==> config.mk <==
export PLATFORM = sky130hd
export DESIGN_NAME = sds_sequencer
export DESIGN_NICKNAME = d
export VERILOG_FILES = /design/src/sds_burst.v /design/src/sds_io_filter.v /design/src/sds_sequencer.v
export VERILOG_INCLUDE_DIRS = /design/src
export SDC_FILE = /design/constraint.sdc
export NUM_CORES = 1
export LEC_CHECK = 0
export BUFFER_PORTS_ARGS = -buffer_cell sky130_fd_sc_hd__buf_2
export CORE_ASPECT_RATIO = 0.6
export CORE_MARGIN = 1.5
export CORE_UTILIZATION = 40
export CTS_BUF_LIST = sky130_fd_sc_hd__clkbuf_8
export CTS_CLUSTER_DIAMETER = 120
export CTS_CLUSTER_SIZE = 10
export DETAILED_ROUTE_END_ITERATION = 16
export SYNTH_ARGS = -nofsm -noshare
export SYNTH_HDL_FRONTEND = slang
export SYNTH_SLANG_ARGS = --single-unit
==> constraint.sdc <==
create_clock -name ref_clk -period 3.3 [get_ports ref_clk]
set_input_delay 0.495 -clock ref_clk [delete_from_list [all_inputs] [get_ports ref_clk]]
set_output_delay 0.495 -clock ref_clk [all_outputs]
set_load 0.02 [all_outputs]
==> src/sds_defines.vh <==
/*
 * Timing counts, field codes and limits for the smoke detector sequencer.
 * Assumes a 200 MHz ref_clk and a 1 ms internal tick.
 */
`ifndef SDS_DEFINES_VH
`define SDS_DEFINES_VH
`define SDS_CLK_PERIOD_NS 5
`define SDS_TICK_NS       1000000
`define SDS_INFRARED_EMITTER_DRIVE_STEP_US  100
`define SDS_SAMPLE_S      10
`define SDS_WINDOW_MS     10
`define SDS_INFRARED_EMITTER_DRIVE_START_MS 2
`define SDS_FAST_MS       250
`define SDS_SUPV_S        43
`define SDS_OFFSET_S      20
`define SDS_CHIRP_MS      10
`define SDS_TRIPLE_GAP_MS 330
`define SDS_FLASH_MS      10
`define SDS_ALARM_RATE_MS 500
`define SDS_LBHOLD_MS     500
`define SDS_LBMUTE_H      8
`define SDS_HUSH_MIN      9
`define SDS_IODUMP_MS     1300
`define SDS_IOFILT_MS     336
`define SDS_MEM_GAP_MS    1300
`define SDS_MEM_SHOW_H    24
`define SDS_EOL_DAYS      14
`define SDS_EOL_YEARS     10
`define SDS_DETECT_COUNT  2'h3
`define SDS_GAIN_NORMAL   2'h0
`define SDS_GAIN_HUSH     2'h1
`define SDS_GAIN_HIGH     2'h2
`define SDS_LIM_NORMAL    2'h0
`define SDS_LIM_HYST      2'h1
`define SDS_LIM_HUSH      2'h2
`define SDS_LIM_CHAMBER   2'h3
`endif

==> src/sds_burst.v <==
/*
 * Burst generator: count pulses of on_ms, one every gap_ms, on 1 ms ticks.
 * Assumes start, count and timing are steady logic on ref_clk.
 */
`timescale 1ns/100ps
module sds_burst (
  input  wire        ref_clk,
  input  wire        rst_n,
  input  wire        tick,
  input  wire        start,
  input  wire [1:0]  count,
  input  wire [11:0] on_ms,
  input  wire [11:0] gap_ms,
  output reg         busy_reg,
  output reg         out_reg
);
  reg [1:0]  left_reg;
  reg [11:0] t_reg;

  always @(posedge ref_clk) begin
    if (!rst_n) begin
      busy_reg <= 1'b0;
      left_reg <= 2'h0;
      t_reg    <= 12'h000;
      out_reg  <= 1'b0;
    end else begin
      out_reg <= busy_reg && (t_reg < on_ms);
      if (!busy_reg && start && count != 2'h0) begin
        busy_reg <= 1'b1;
        left_reg <= count;
        t_reg    <= 12'h000;
      end else if (busy_reg && tick) begin
        if (t_reg == gap_ms - 12'h001) begin
          t_reg    <= 12'h000;
          left_reg <= left_reg - 2'h1;
          if (left_reg == 2'h1)
            busy_reg <= 1'b0;
        end else begin
          t_reg <= t_reg + 12'h001;
        end
      end
    end
  end
endmodule

==> src/sds_io_filter.v <==
/*
 * Interconnect input: two-stage synchroniser then an up/down filter.
 * Assumes io_pin is asynchronous; tick is a 1 ms pulse on ref_clk.
 */
`timescale 1ns/100ps
`include "sds_defines.vh"
module sds_io_filter #(
  parameter [8:0] FILT_MS = `SDS_IOFILT_MS
) (
  input  wire ref_clk,
  input  wire rst_n,
  input  wire tick,
  input  wire io_pin,
  output reg  level_reg
);
  reg       m_reg;
  reg       s_reg;
  reg [8:0] cnt_reg;

  // pulsed lines with more high than low time still integrate up
  always @(posedge ref_clk) begin
    if (!rst_n) begin
      m_reg     <= 1'b0;
      s_reg     <= 1'b0;
      cnt_reg   <= 9'h000;
      level_reg <= 1'b0;
    end else begin
      m_reg <= io_pin;
      s_reg <= m_reg;
      if (tick) begin
        if (s_reg && cnt_reg != FILT_MS)
          cnt_reg <= cnt_reg + 9'h001;
        else if (!s_reg && cnt_reg != 9'h000)
          cnt_reg <= cnt_reg - 9'h001;
      end
      if (cnt_reg == FILT_MS)
        level_reg <= 1'b1;
      else if (cnt_reg == 9'h000)
        level_reg <= 1'b0;
    end
  end
endmodule

==> src/sds_sequencer.v <==
/*
 * Smoke detector sequencer: sampling schedule, supervisory checks, alarm,
 * hush, interconnect, alarm memory and age count.
 * Assumes analog results arrive as asynchronous levels and are synchronised.
 */
`timescale 1ns/100ps
`include "sds_defines.vh"
module sds_sequencer #(
  parameter [31:0] TICK_CYC   = `SDS_TICK_NS / `SDS_CLK_PERIOD_NS,
  parameter [31:0] INFRARED_EMITTER_DRIVE_CYC   = (`SDS_INFRARED_EMITTER_DRIVE_STEP_US * 1000) / `SDS_CLK_PERIOD_NS,
  parameter [31:0] SAMPLE_MS  = `SDS_SAMPLE_S * 1000,
  parameter [31:0] SUPV_MS    = `SDS_SUPV_S * 1000,
  parameter [31:0] OFFSET_MS  = `SDS_OFFSET_S * 1000,
  parameter [31:0] HUSH_MS    = `SDS_HUSH_MIN * 60000,
  parameter [31:0] LBMUTE_MS  = `SDS_LBMUTE_H * 3600000,
  parameter [31:0] MEMSHOW_MS = `SDS_MEM_SHOW_H * 3600000,
  parameter [31:0] EOL_MS     = `SDS_EOL_DAYS * 86400000
) (
  input  wire       ref_clk,
  input  wire       rst_n,
  input  wire       button_in,
  input  wire       io_in,
  input  wire       compare_above_in,
  input  wire       battery_ok_in,
  input  wire [1:0] infrared_emitter_drive_time_sel,
  input  wire       lowbat_silence_en,
  input  wire       hush_cancel_en,
  input  wire       eol_enable,
  output reg        boost_enable,
  output reg        high_boost,
  output reg        reservoir_charge,
  output reg        detect_enable,
  output reg        infrared_emitter_drive,
  output reg  [1:0] gain_select,
  output reg  [1:0] limit_select,
  output reg        red_indicator_output,
  output reg        green_indicator_output,
  output reg        horn_metal_drive,
  output reg        horn_ceramic_drive,
  output reg        io_out,
  output reg        io_oe,
  output reg        io_discharge,
  output reg        button_check_mode,
  output reg        local_alarm,
  output reg        remote_alarm,
  output reg        hush_active,
  output reg        alarm_memory,
  output reg  [8:0] age_count,
  output reg        age_increment
);
  localparam [3:0] S_IDLE = 4'h1, S_WIN = 4'h2, S_INFRARED_EMITTER_DRIVE = 4'h4, S_TAIL = 4'h8;
  localparam [1:0] K_SMOKE = 2'h0, K_CHAMBER = 2'h1, K_BATTERY = 2'h2;
  localparam [8:0] EOL_AGE = (`SDS_EOL_YEARS * 365) / `SDS_EOL_DAYS;

  function [31:0] infrared_emitter_drive_cycles;
    input [1:0] sel;
    infrared_emitter_drive_cycles = ({30'h0, ~sel} + 32'h1) * INFRARED_EMITTER_DRIVE_CYC;
  endfunction

  reg btn_m, btn_s, btn_d, cmp_m, cmp_s, bat_m, bat_s;
  reg [31:0] tick_cnt, smp_cnt, supv_cnt, infrared_emitter_drive_cnt, hush_cnt, lbm_cnt, show_cnt, eol_cnt;
  reg        tick_reg, supv_odd, smp_pend, bat_pend, cham_pend;
  reg [8:0]  ph_cnt;
  reg [3:0]  state_reg;
  reg [1:0]  kind_reg, bat_idx, det_cnt, clr_cnt, cham_fail;
  reg [4:0]  win_ms;
  reg [11:0] dump_cnt, lbh_cnt;
  reg        lowbat, test_after, hush_pend, quit_press, lb_hold, mem_press;
  wire       io_filt;
  wire       horn_chirp;
  wire       green_flash;

  wire btn_rise = btn_s & ~btn_d;
  wire btn_fall = ~btn_s & btn_d;
  wire fast     = button_check_mode | test_after | local_alarm | det_cnt != 2'h0;
  wire ev_a     = tick_reg && supv_cnt == SUPV_MS - 32'h1;
  wire ev_b     = tick_reg && supv_cnt == OFFSET_MS - 32'h1;
  wire triple   = cham_fail == 2'h2 || (eol_enable && age_count >= EOL_AGE);
  wire idle_sup = ~local_alarm & ~remote_alarm;
  wire hs_start = idle_sup & ((ev_a & lowbat & lbm_cnt == 32'h0) |
                              (ev_b & (triple | cham_fail != 2'h0)));
  wire [1:0] hs_cnt = (ev_b & triple) ? 2'h3 : 2'h1;
  wire gr_start = ev_a & alarm_memory & show_cnt != 32'h0 & ~lowbat;
  wire end_pulse = state_reg == S_INFRARED_EMITTER_DRIVE && infrared_emitter_drive_cnt == infrared_emitter_drive_cycles(infrared_emitter_drive_time_sel) - 32'h1;
  wire infrared_emitter_drive_go   = state_reg == S_WIN && kind_reg != K_BATTERY && win_ms == `SDS_INFRARED_EMITTER_DRIVE_START_MS;
  wire smoke    = cmp_s;
  wire alarm_off = (end_pulse && kind_reg == K_SMOKE && local_alarm && !smoke &&
                    clr_cnt == 2'h2) || (btn_rise && local_alarm);

  sds_io_filter u_filt (
    .ref_clk   (ref_clk),
    .rst_n     (rst_n & ~local_alarm),
    .tick      (tick_reg),
    .io_pin    (io_in),
    .level_reg (io_filt)
  );

  sds_burst u_horn (
    .ref_clk  (ref_clk),
    .rst_n    (rst_n),
    .tick     (tick_reg),
    .start    (hs_start),
    .count    (hs_cnt),
    .on_ms    (12'd`SDS_CHIRP_MS),
    .gap_ms   (12'd`SDS_TRIPLE_GAP_MS),
    .busy_reg (),
    .out_reg  (horn_chirp)
  );

  sds_burst u_green (
    .ref_clk  (ref_clk),
    .rst_n    (rst_n),
    .tick     (tick_reg),
    .start    (gr_start),
    .count    (2'h3),
    .on_ms    (12'd`SDS_FLASH_MS),
    .gap_ms   (12'd`SDS_MEM_GAP_MS),
    .busy_reg (),
    .out_reg  (green_flash)
  );

  // pin synchronisers, 1 ms tick and free-running phases
  always @(posedge ref_clk) begin
    if (!rst_n) begin
      {btn_m, btn_s, btn_d, cmp_m, cmp_s, bat_m, bat_s} <= 7'h00;
      tick_cnt <= 32'h0;
      tick_reg <= 1'b0;
      ph_cnt   <= 9'h000;
      supv_cnt <= 32'h0;
      supv_odd <= 1'b0;
    end else begin
      btn_m <= button_in;
      btn_s <= btn_m;
      btn_d <= btn_s;
      cmp_m <= compare_above_in;
      cmp_s <= cmp_m;
      bat_m <= battery_ok_in;
      bat_s <= bat_m;
      tick_reg <= tick_cnt == TICK_CYC - 32'h1;
      tick_cnt <= (tick_cnt == TICK_CYC - 32'h1) ? 32'h0 : tick_cnt + 32'h1;
      if (tick_reg) begin
        ph_cnt <= (ph_cnt == `SDS_ALARM_RATE_MS - 1) ? 9'h000 : ph_cnt + 9'h001;
        supv_cnt <= (supv_cnt == SUPV_MS - 32'h1) ? 32'h0 : supv_cnt + 32'h1;
        if (supv_cnt == SUPV_MS - 32'h1)
          supv_odd <= ~supv_odd;
      end
    end
  end

  // measurement scheduler and window sequence
  always @(posedge ref_clk) begin
    if (!rst_n) begin
      smp_cnt <= 32'h0;
      {smp_pend, bat_pend, cham_pend} <= 3'h0;
      state_reg <= S_IDLE;
      kind_reg  <= K_SMOKE;
      win_ms    <= 5'h00;
      infrared_emitter_drive_cnt  <= 32'h0;
    end else begin
      case (state_reg)
        S_IDLE: begin
          win_ms <= 5'h00;
          if (smp_pend || bat_pend || cham_pend) begin
            state_reg <= S_WIN;
            kind_reg  <= smp_pend ? K_SMOKE : (bat_pend ? K_BATTERY : K_CHAMBER);
            if (smp_pend)
              smp_pend <= 1'b0;
            else if (bat_pend)
              bat_pend <= 1'b0;
            else
              cham_pend <= 1'b0;
          end
        end
        S_WIN: begin
          if (tick_reg)
            win_ms <= win_ms + 5'h01;
          if (infrared_emitter_drive_go) begin
            state_reg <= S_INFRARED_EMITTER_DRIVE;
            infrared_emitter_drive_cnt  <= 32'h0;
          end else if (win_ms == `SDS_WINDOW_MS) begin
            state_reg <= S_IDLE;
          end
        end
        S_INFRARED_EMITTER_DRIVE: begin
          if (tick_reg)
            win_ms <= win_ms + 5'h01;
          infrared_emitter_drive_cnt <= infrared_emitter_drive_cnt + 32'h1;
          if (end_pulse)
            state_reg <= S_TAIL;
        end
        S_TAIL: begin
          if (tick_reg)
            win_ms <= win_ms + 5'h01;
          if (win_ms >= `SDS_WINDOW_MS)
            state_reg <= S_IDLE;
        end
        default: state_reg <= S_IDLE;
      endcase
      // new requests after the take, so a request never gets lost
      if (tick_reg) begin
        if (smp_cnt >= (fast ? `SDS_FAST_MS - 1 : SAMPLE_MS - 32'h1)) begin
          smp_cnt  <= 32'h0;
          smp_pend <= 1'b1;
        end else begin
          smp_cnt <= smp_cnt + 32'h1;
        end
      end
      if (ev_a && supv_odd)
        bat_pend <= 1'b1;
      if (ev_a && idle_sup && !button_check_mode && !test_after && !hush_active)
        cham_pend <= 1'b1;
    end
  end

  // detection, alarm, hush, supervision and button handling
  always @(posedge ref_clk) begin
    if (!rst_n) begin
      {det_cnt, clr_cnt, cham_fail, bat_idx} <= 8'h00;
      {lowbat, test_after, hush_pend, quit_press, lb_hold, mem_press} <= 6'h00;
      {local_alarm, remote_alarm, hush_active, alarm_memory, button_check_mode} <= 5'h00;
      {hush_cnt, lbm_cnt, show_cnt, eol_cnt} <= 128'h0;
      dump_cnt <= 12'h000;
      lbh_cnt  <= 12'h000;
      age_count     <= 9'h000;
      age_increment <= 1'b0;
    end else begin
      age_increment <= 1'b0;
      remote_alarm  <= io_filt & ~local_alarm & ~alarm_off;
      if (end_pulse && kind_reg == K_SMOKE) begin
        if (local_alarm || test_after) begin
          clr_cnt <= smoke ? 2'h0 : clr_cnt + 2'h1;
          if (!smoke && clr_cnt == 2'h2) begin
            local_alarm <= 1'b0;
            test_after  <= 1'b0;
            clr_cnt     <= 2'h0;
            if (hush_pend) begin
              hush_active <= 1'b1;
              hush_cnt    <= HUSH_MS;
              hush_pend   <= 1'b0;
            end
          end
        end
        if (!local_alarm) begin
          det_cnt <= smoke ? det_cnt + 2'h1 : 2'h0;
          if (smoke && det_cnt == `SDS_DETECT_COUNT - 2'h1) begin
            local_alarm <= 1'b1;
            det_cnt     <= 2'h0;
            clr_cnt     <= 2'h0;
          end
        end
        if (smoke && hush_active && hush_cancel_en)
          hush_active <= 1'b0;
      end
      if (end_pulse && kind_reg == K_CHAMBER)
        cham_fail <= smoke ? 2'h0 : (cham_fail == 2'h2 ? 2'h2 : cham_fail + 2'h1);
      if (state_reg == S_WIN && kind_reg == K_BATTERY && win_ms == `SDS_WINDOW_MS) begin
        lowbat  <= ~bat_s;
        bat_idx <= bat_idx + 2'h1;
      end
      if (remote_alarm && hush_active && hush_cancel_en)
        hush_active <= 1'b0;
      if (btn_rise) begin
        mem_press <= alarm_memory;
        if (local_alarm) begin
          local_alarm <= 1'b0;
          quit_press  <= 1'b1;
        end else if (lowbat && lowbat_silence_en) begin
          lb_hold <= 1'b1;
          lbh_cnt <= 12'h000;
        end else begin
          button_check_mode <= 1'b1;
          if (hush_cancel_en)
            hush_active <= 1'b0;
        end
      end
      if (lb_hold && btn_s && tick_reg && !button_check_mode) begin
        lbh_cnt <= lbh_cnt + 12'h001;
        if (lbh_cnt == `SDS_LBHOLD_MS - 1)
          button_check_mode <= 1'b1;
      end
      if (btn_fall) begin
        if (mem_press)
          alarm_memory <= 1'b0;
        mem_press <= 1'b0;
        if (lb_hold)
          lbm_cnt <= LBMUTE_MS;
        lb_hold <= 1'b0;
        if (button_check_mode) begin
          button_check_mode <= 1'b0;
          test_after <= 1'b1;
          hush_pend  <= 1'b1;
        end else if (quit_press || lb_hold) begin
          hush_active <= 1'b1;
          hush_cnt    <= HUSH_MS;
        end
        quit_press <= 1'b0;
      end
      if (alarm_off) begin
        alarm_memory <= 1'b1;
        show_cnt     <= MEMSHOW_MS;
        dump_cnt     <= 12'd`SDS_IODUMP_MS;
      end
      if (tick_reg) begin
        if (dump_cnt != 12'h000 && !alarm_off)
          dump_cnt <= dump_cnt - 12'h001;
        if (show_cnt != 32'h0 && !alarm_off)
          show_cnt <= show_cnt - 32'h1;
        if (lbm_cnt != 32'h0 && !(btn_fall && lb_hold))
          lbm_cnt <= lbm_cnt - 32'h1;
        if (hush_cnt != 32'h0)
          hush_cnt <= hush_cnt - 32'h1;
        else if (!btn_fall)
          hush_active <= 1'b0;
        if (eol_enable) begin
          eol_cnt <= (eol_cnt == EOL_MS - 32'h1) ? 32'h0 : eol_cnt + 32'h1;
          if (eol_cnt == EOL_MS - 32'h1 && age_count != 9'h1FF) begin
            age_count     <= age_count + 9'h001;
            age_increment <= 1'b1;
          end
        end
      end
    end
  end

  // registered pin drives
  always @(posedge ref_clk) begin
    if (!rst_n) begin
      {boost_enable, high_boost, reservoir_charge, detect_enable} <= 4'h0;
      {infrared_emitter_drive, red_indicator_output, green_indicator_output} <= 3'h0;
      {horn_metal_drive, horn_ceramic_drive, io_out, io_oe, io_discharge} <= 5'h00;
      gain_select  <= `SDS_GAIN_NORMAL;
      limit_select <= `SDS_LIM_NORMAL;
    end else begin
      boost_enable     <= state_reg != S_IDLE || local_alarm || remote_alarm;
      high_boost       <= (state_reg != S_IDLE && kind_reg == K_BATTERY && bat_idx == 2'h3) ||
                          local_alarm || remote_alarm;
      reservoir_charge <= state_reg == S_WIN && kind_reg != K_BATTERY &&
                          win_ms < `SDS_INFRARED_EMITTER_DRIVE_START_MS;
      detect_enable    <= state_reg != S_IDLE && kind_reg != K_BATTERY;
      infrared_emitter_drive <= infrared_emitter_drive_go || (state_reg == S_INFRARED_EMITTER_DRIVE && !end_pulse);
      if (button_check_mode || kind_reg == K_CHAMBER)
        gain_select <= `SDS_GAIN_HIGH;
      else if (hush_active)
        gain_select <= `SDS_GAIN_HUSH;
      else
        gain_select <= `SDS_GAIN_NORMAL;
      if (button_check_mode || kind_reg == K_CHAMBER)
        limit_select <= `SDS_LIM_CHAMBER;
      else if (local_alarm)
        limit_select <= `SDS_LIM_HYST;
      else if (hush_active)
        limit_select <= `SDS_LIM_HUSH;
      else
        limit_select <= `SDS_LIM_NORMAL;
      red_indicator_output <= (local_alarm && ph_cnt < `SDS_FLASH_MS) ||
        (hush_active && state_reg != S_IDLE && kind_reg == K_SMOKE) ||
        (state_reg != S_IDLE && kind_reg == K_BATTERY && bat_idx == 2'h3) ||
        (lb_hold && btn_s);
      green_indicator_output <= green_flash;
      horn_metal_drive <= local_alarm || remote_alarm || horn_chirp ||
        (alarm_memory && btn_s && !local_alarm &&
         (ph_cnt < `SDS_CHIRP_MS || (ph_cnt >= `SDS_FAST_MS && ph_cnt < `SDS_FAST_MS + `SDS_CHIRP_MS)));
      horn_ceramic_drive <= 1'b0;
      io_out       <= local_alarm;
      io_oe        <= local_alarm;
      io_discharge <= dump_cnt != 12'h000 && !local_alarm;
    end
  end
endmodule

==> key figures <==
Status
  • Status: complete, no violations

Hold path
  • Hold path startpoint: battery_ok_in
  • Hold Crit Endpoint: bat_m$_SDFF_PN0_
  • Hold depth: 2
  • Hold Crit Class: input pin to flop

Critical path
  • Crit Path Category: flop to flop
  • Crit path max fanout: 27
  • R2R cell count: 11
  • Max stage delay on crit path: 0.37 ns
  • Type of origin of the critical path: flop
  • FF-to-FF Start: test_after$_SDFF_PN0_
  • CP Capture Type: flop
  • Buffers plus inverters on the worst setup path: 1
  • Critical path's most frequent cell: a21oi_1
  • CP cell instances: or2_2 -> nor2_1 -> nand2_1 -> ha_1 -> a21oi_1 -> o221ai_1 -> a211o_1 -> a21oi_1 -> o21ai_2 -> buf_4 -> nor2b_1
  • Worst r2r dst: smp_cnt[18]$_SDFFE_PN0P_
  • Critical-path top delay cell: ha_1
  • Delay-heaviest family, CP: compound AO/OA/AOI/OAI gates
  • CP arrival: 3.45 ns
  • Crit. Startpoint: test_after$_SDFF_PN0_
  • R2R Setup Slk: 0.36 ns
  • Req. time, crit path: 3.81 ns

Die
  • Core region area: 0.0477 mm^2
  • Io pins: 42
  • Rows: 62
  • Initial cell density of the core: 40.5%
  • DIE WIDTH: 287 um
  • Die Area: 0.0496 mm^2
  • Die Span Y: 173 um

Job
  • Max cap viols: 0

Yosys
  • Syn Inst Count: 2316
  • Distinct cell type count of the synthesized netlist: 79
  • Post-synth EDFFs: 0
  • Synth Cell Area: 0.0193 mm^2
  • Synth Flop Type: dfxtp_1
  • Synth cell count leaders: dfxtp_1, nor2_1, nand2_1, xor2_1, nand3_1
  • Post-synth top area cell: dfxtp_1
  • Yosys warning total: 0
  • Yosys top cell area share: 41.4%
  • Post-synthesis average cell area: 8.33 um^2
  • Syn_nets: 2379
  • Most frequent cell after synthesis: dfxtp_1
  • Flops & latches, synth: 399
  • Synth top area cells: dfxtp_1, nor2_1, xor2_1
  • Asr flop ratio synth: 0%
  • Sequential share of the synthesized area: 41.4%

STA
  • Slew margin rel.: 42.9%
  • Max-slew violation count: 0
  • Hold Fails Final Rpt: 0
  • Unrepaired setup endpoints after global routing: no
  • Actual slew at the worst max-slew pin: 0.848 ns
  • Fmax: 341 MHz
  • Total negative slack: 0 ns
  • Final setup skew: 0.0295 ns
  • Tmin final: 2.94 ns
  • Hold_ws: 0.103 ns
  • Setup violations, final: 0
  • Setup slack after layout: 0.364 ns
  • Fin crit share: 89.0%

Detailed routing
  • Routed wl met3: 2.39 mm
  • Metal-1 WL: 24.0 mm
  • Post-route ant nets: 0
  • Via Count: 16300
  • Pre-antenna DRT Iters: 5
  • DRT iter0 DRCs: 989
  • Metal2 WL: 18.1 mm
  • Via-to-Cell Ratio: 5.44
  • Drt wl/cell: 15.2 um
  • Top routing layer in use: met4
  • Remaining DRCs: 0
  • Total wire length: 45.5 mm

Layout
  • Area Overhead vs Synth: 8.61%
  • Share of cells above drive strength 1: 7.59%
  • Final instance area: 0.0210 mm^2
  • Final nets: 2419
  • Final Non-Filler Cells: 2998

Global route
  • Tot GR Track Use: 18.1%
  • Antenna violations before repair: 1
  • Largest net degree at the start of global routing: 114
  • Global-route wire length before repair: 75.9 mm
  • Total gr overflow: 0
  • Vias in the first global route: 15000

Placement
  • Placed Area: 0.0203 mm^2
  • Post-Place Setup Slack: 0.181 ns
  • Port-buffer cells: 40
  • Placed insts: 2949
  • Final HPWL DP: 31.7 mm
  • GP Congestion: 0.863

Clock tree
  • CTS root buffer: clkbuf_8
  • TritonCTS clock tree: yes
  • # clock sinks: 399
  • Worst-skew pair later-pin latency: 0.60 ns
  • Post-CTS Setup Inserts: 0
  • Maximum buffer depth of the clock tree: 3
  • H-tree depth: 2
  • Post-cts sizing count: 0
  • CTS Buf Count: 45
  • Reg clk slew, reported paths: 0.07 ns
  • Post-CTS Hold Buffers: 0

Pwr
  • Leak: 7.81 nW
  • Max rail drop VDD: 0.273 mV
  • PD cells: 380 mW/mm^2
-- kinds of logic after synthesis --
group,synth area share (%)
flops,41.4
buf+inv,2.93
simple gates,30.2
xor+xnor,10.5
compound gates,9.65
other cells,0.0194
fa+ha+maj,3.41
mux,1.93
-- worst register-to-register path, delay by kind of cell (launching register included) --
family,cells,cell delay (ns)
compound gates,5,1.02
fa+ha+maj,1,0.38
buf+inv,1,0.27
flops,1,0.33
simple gates,4,0.87
-- how the worst max path moves through the flow --
stage / endpoint / cells past startpoint / slack, ns
finish: smp_cnt[18]$_SDFFE_PN0P_ / 11 / 0.36
global route: smp_cnt[30]$_SDFFE_PN0P_ / 11 / 0.09
CTS: smp_cnt[18]$_SDFFE_PN0P_ / 11 / 0.36
detailed placement: dump_cnt[11]$_SDFF_PN0_ / 11 / 0.18
global placement: show_cnt[28]$_SDFF_PN0_ / 11 / 0.26
floorplan: u_filt.cnt_reg[8]$_SDFFE_PN0P_ / 10 / 0.33
-- per-layer routing --
| metal | track usage [%] | vias to the layer above |
|---|---|---|
| li1 | - | 8213 |
| met1 | 27.9 | 7683 |
| met2 | 25.6 | 355 |
| met3 | 2.93 | 68 |
| met4 | 5.27 | 0 |
| met5 | 0 | - |
-- stage by stage --
step / util, % / power, mW
2_1_floorplan: - / 5.07
3_3_place_gp: 42.6 / 5.13
3_5_place_dp: 42.6 / 5.14
4_1_cts: 43.9 / 8.11
5_1_grt: 43.9 / 8.34
6_report: 43.9 / 7.97
-- final cells by class --
| class | count | area (um^2) |
|---|---|---|
| Sequential cell | 399 | 7990 |
| Multi-Input combinational cell | 1775 | 10800 |
| Tap cell | 640 | 801 |
| Clock buffer | 46 | 633 |
| Clock inverter | 2 | 12.5 |
| Antenna cell | 1 | 2.50 |
| Inverter | 56 | 213 |
| Timing Repair Buffer | 79 | 546 |
| Fill cell | 4660 | 26700 |
-- placed cells by master (no fill, tap or decap), drive strengths merged, types with 7 or more instances in the layout --
| master | netlist | final |
|---|---|---|
| or3 | 34 | 34 |
| a31oi | 22 | 22 |
| nor4b | 8 | 8 |
| nor2 | 393 | 393 |
| inv | 54 | 57 |
| o31ai | 18 | 18 |
| mux2 | 17 | 17 |
| ha | 51 | 51 |
| and3 | 44 | 44 |
| nor3 | 67 | 67 |
| o21ai | 74 | 74 |
| nand2 | 196 | 196 |
| nor2b | 14 | 14 |
| and4 | 20 | 20 |
| a211oi | 9 | 9 |
| and2 | 33 | 33 |
| nand4 | 72 | 72 |
| mux2i | 18 | 18 |
| nand2b | 14 | 14 |
| nor4bb | 7 | 7 |
| nand3b | 12 | 12 |
| clkbuf | 67 | 46 |
| or4 | 21 | 21 |
| nand4b | 11 | 11 |
| buf | 19 | 79 |
| dfxtp | 399 | 399 |
| xor2 | 134 | 134 |
| xnor2 | 98 | 98 |
| a21oi | 92 | 92 |
| nand3 | 131 | 131 |
| nor4 | 65 | 65 |
| nor3b | 10 | 10 |
-- power breakdown --
group          internal, mW  switching [mW]  total [mW]
combinational        0.0547           0.141       0.196
clock                  1.24            1.70        2.95
sequential             4.82         0.00837        4.83
Note: power is estimated with default switching activity, not from simulation.
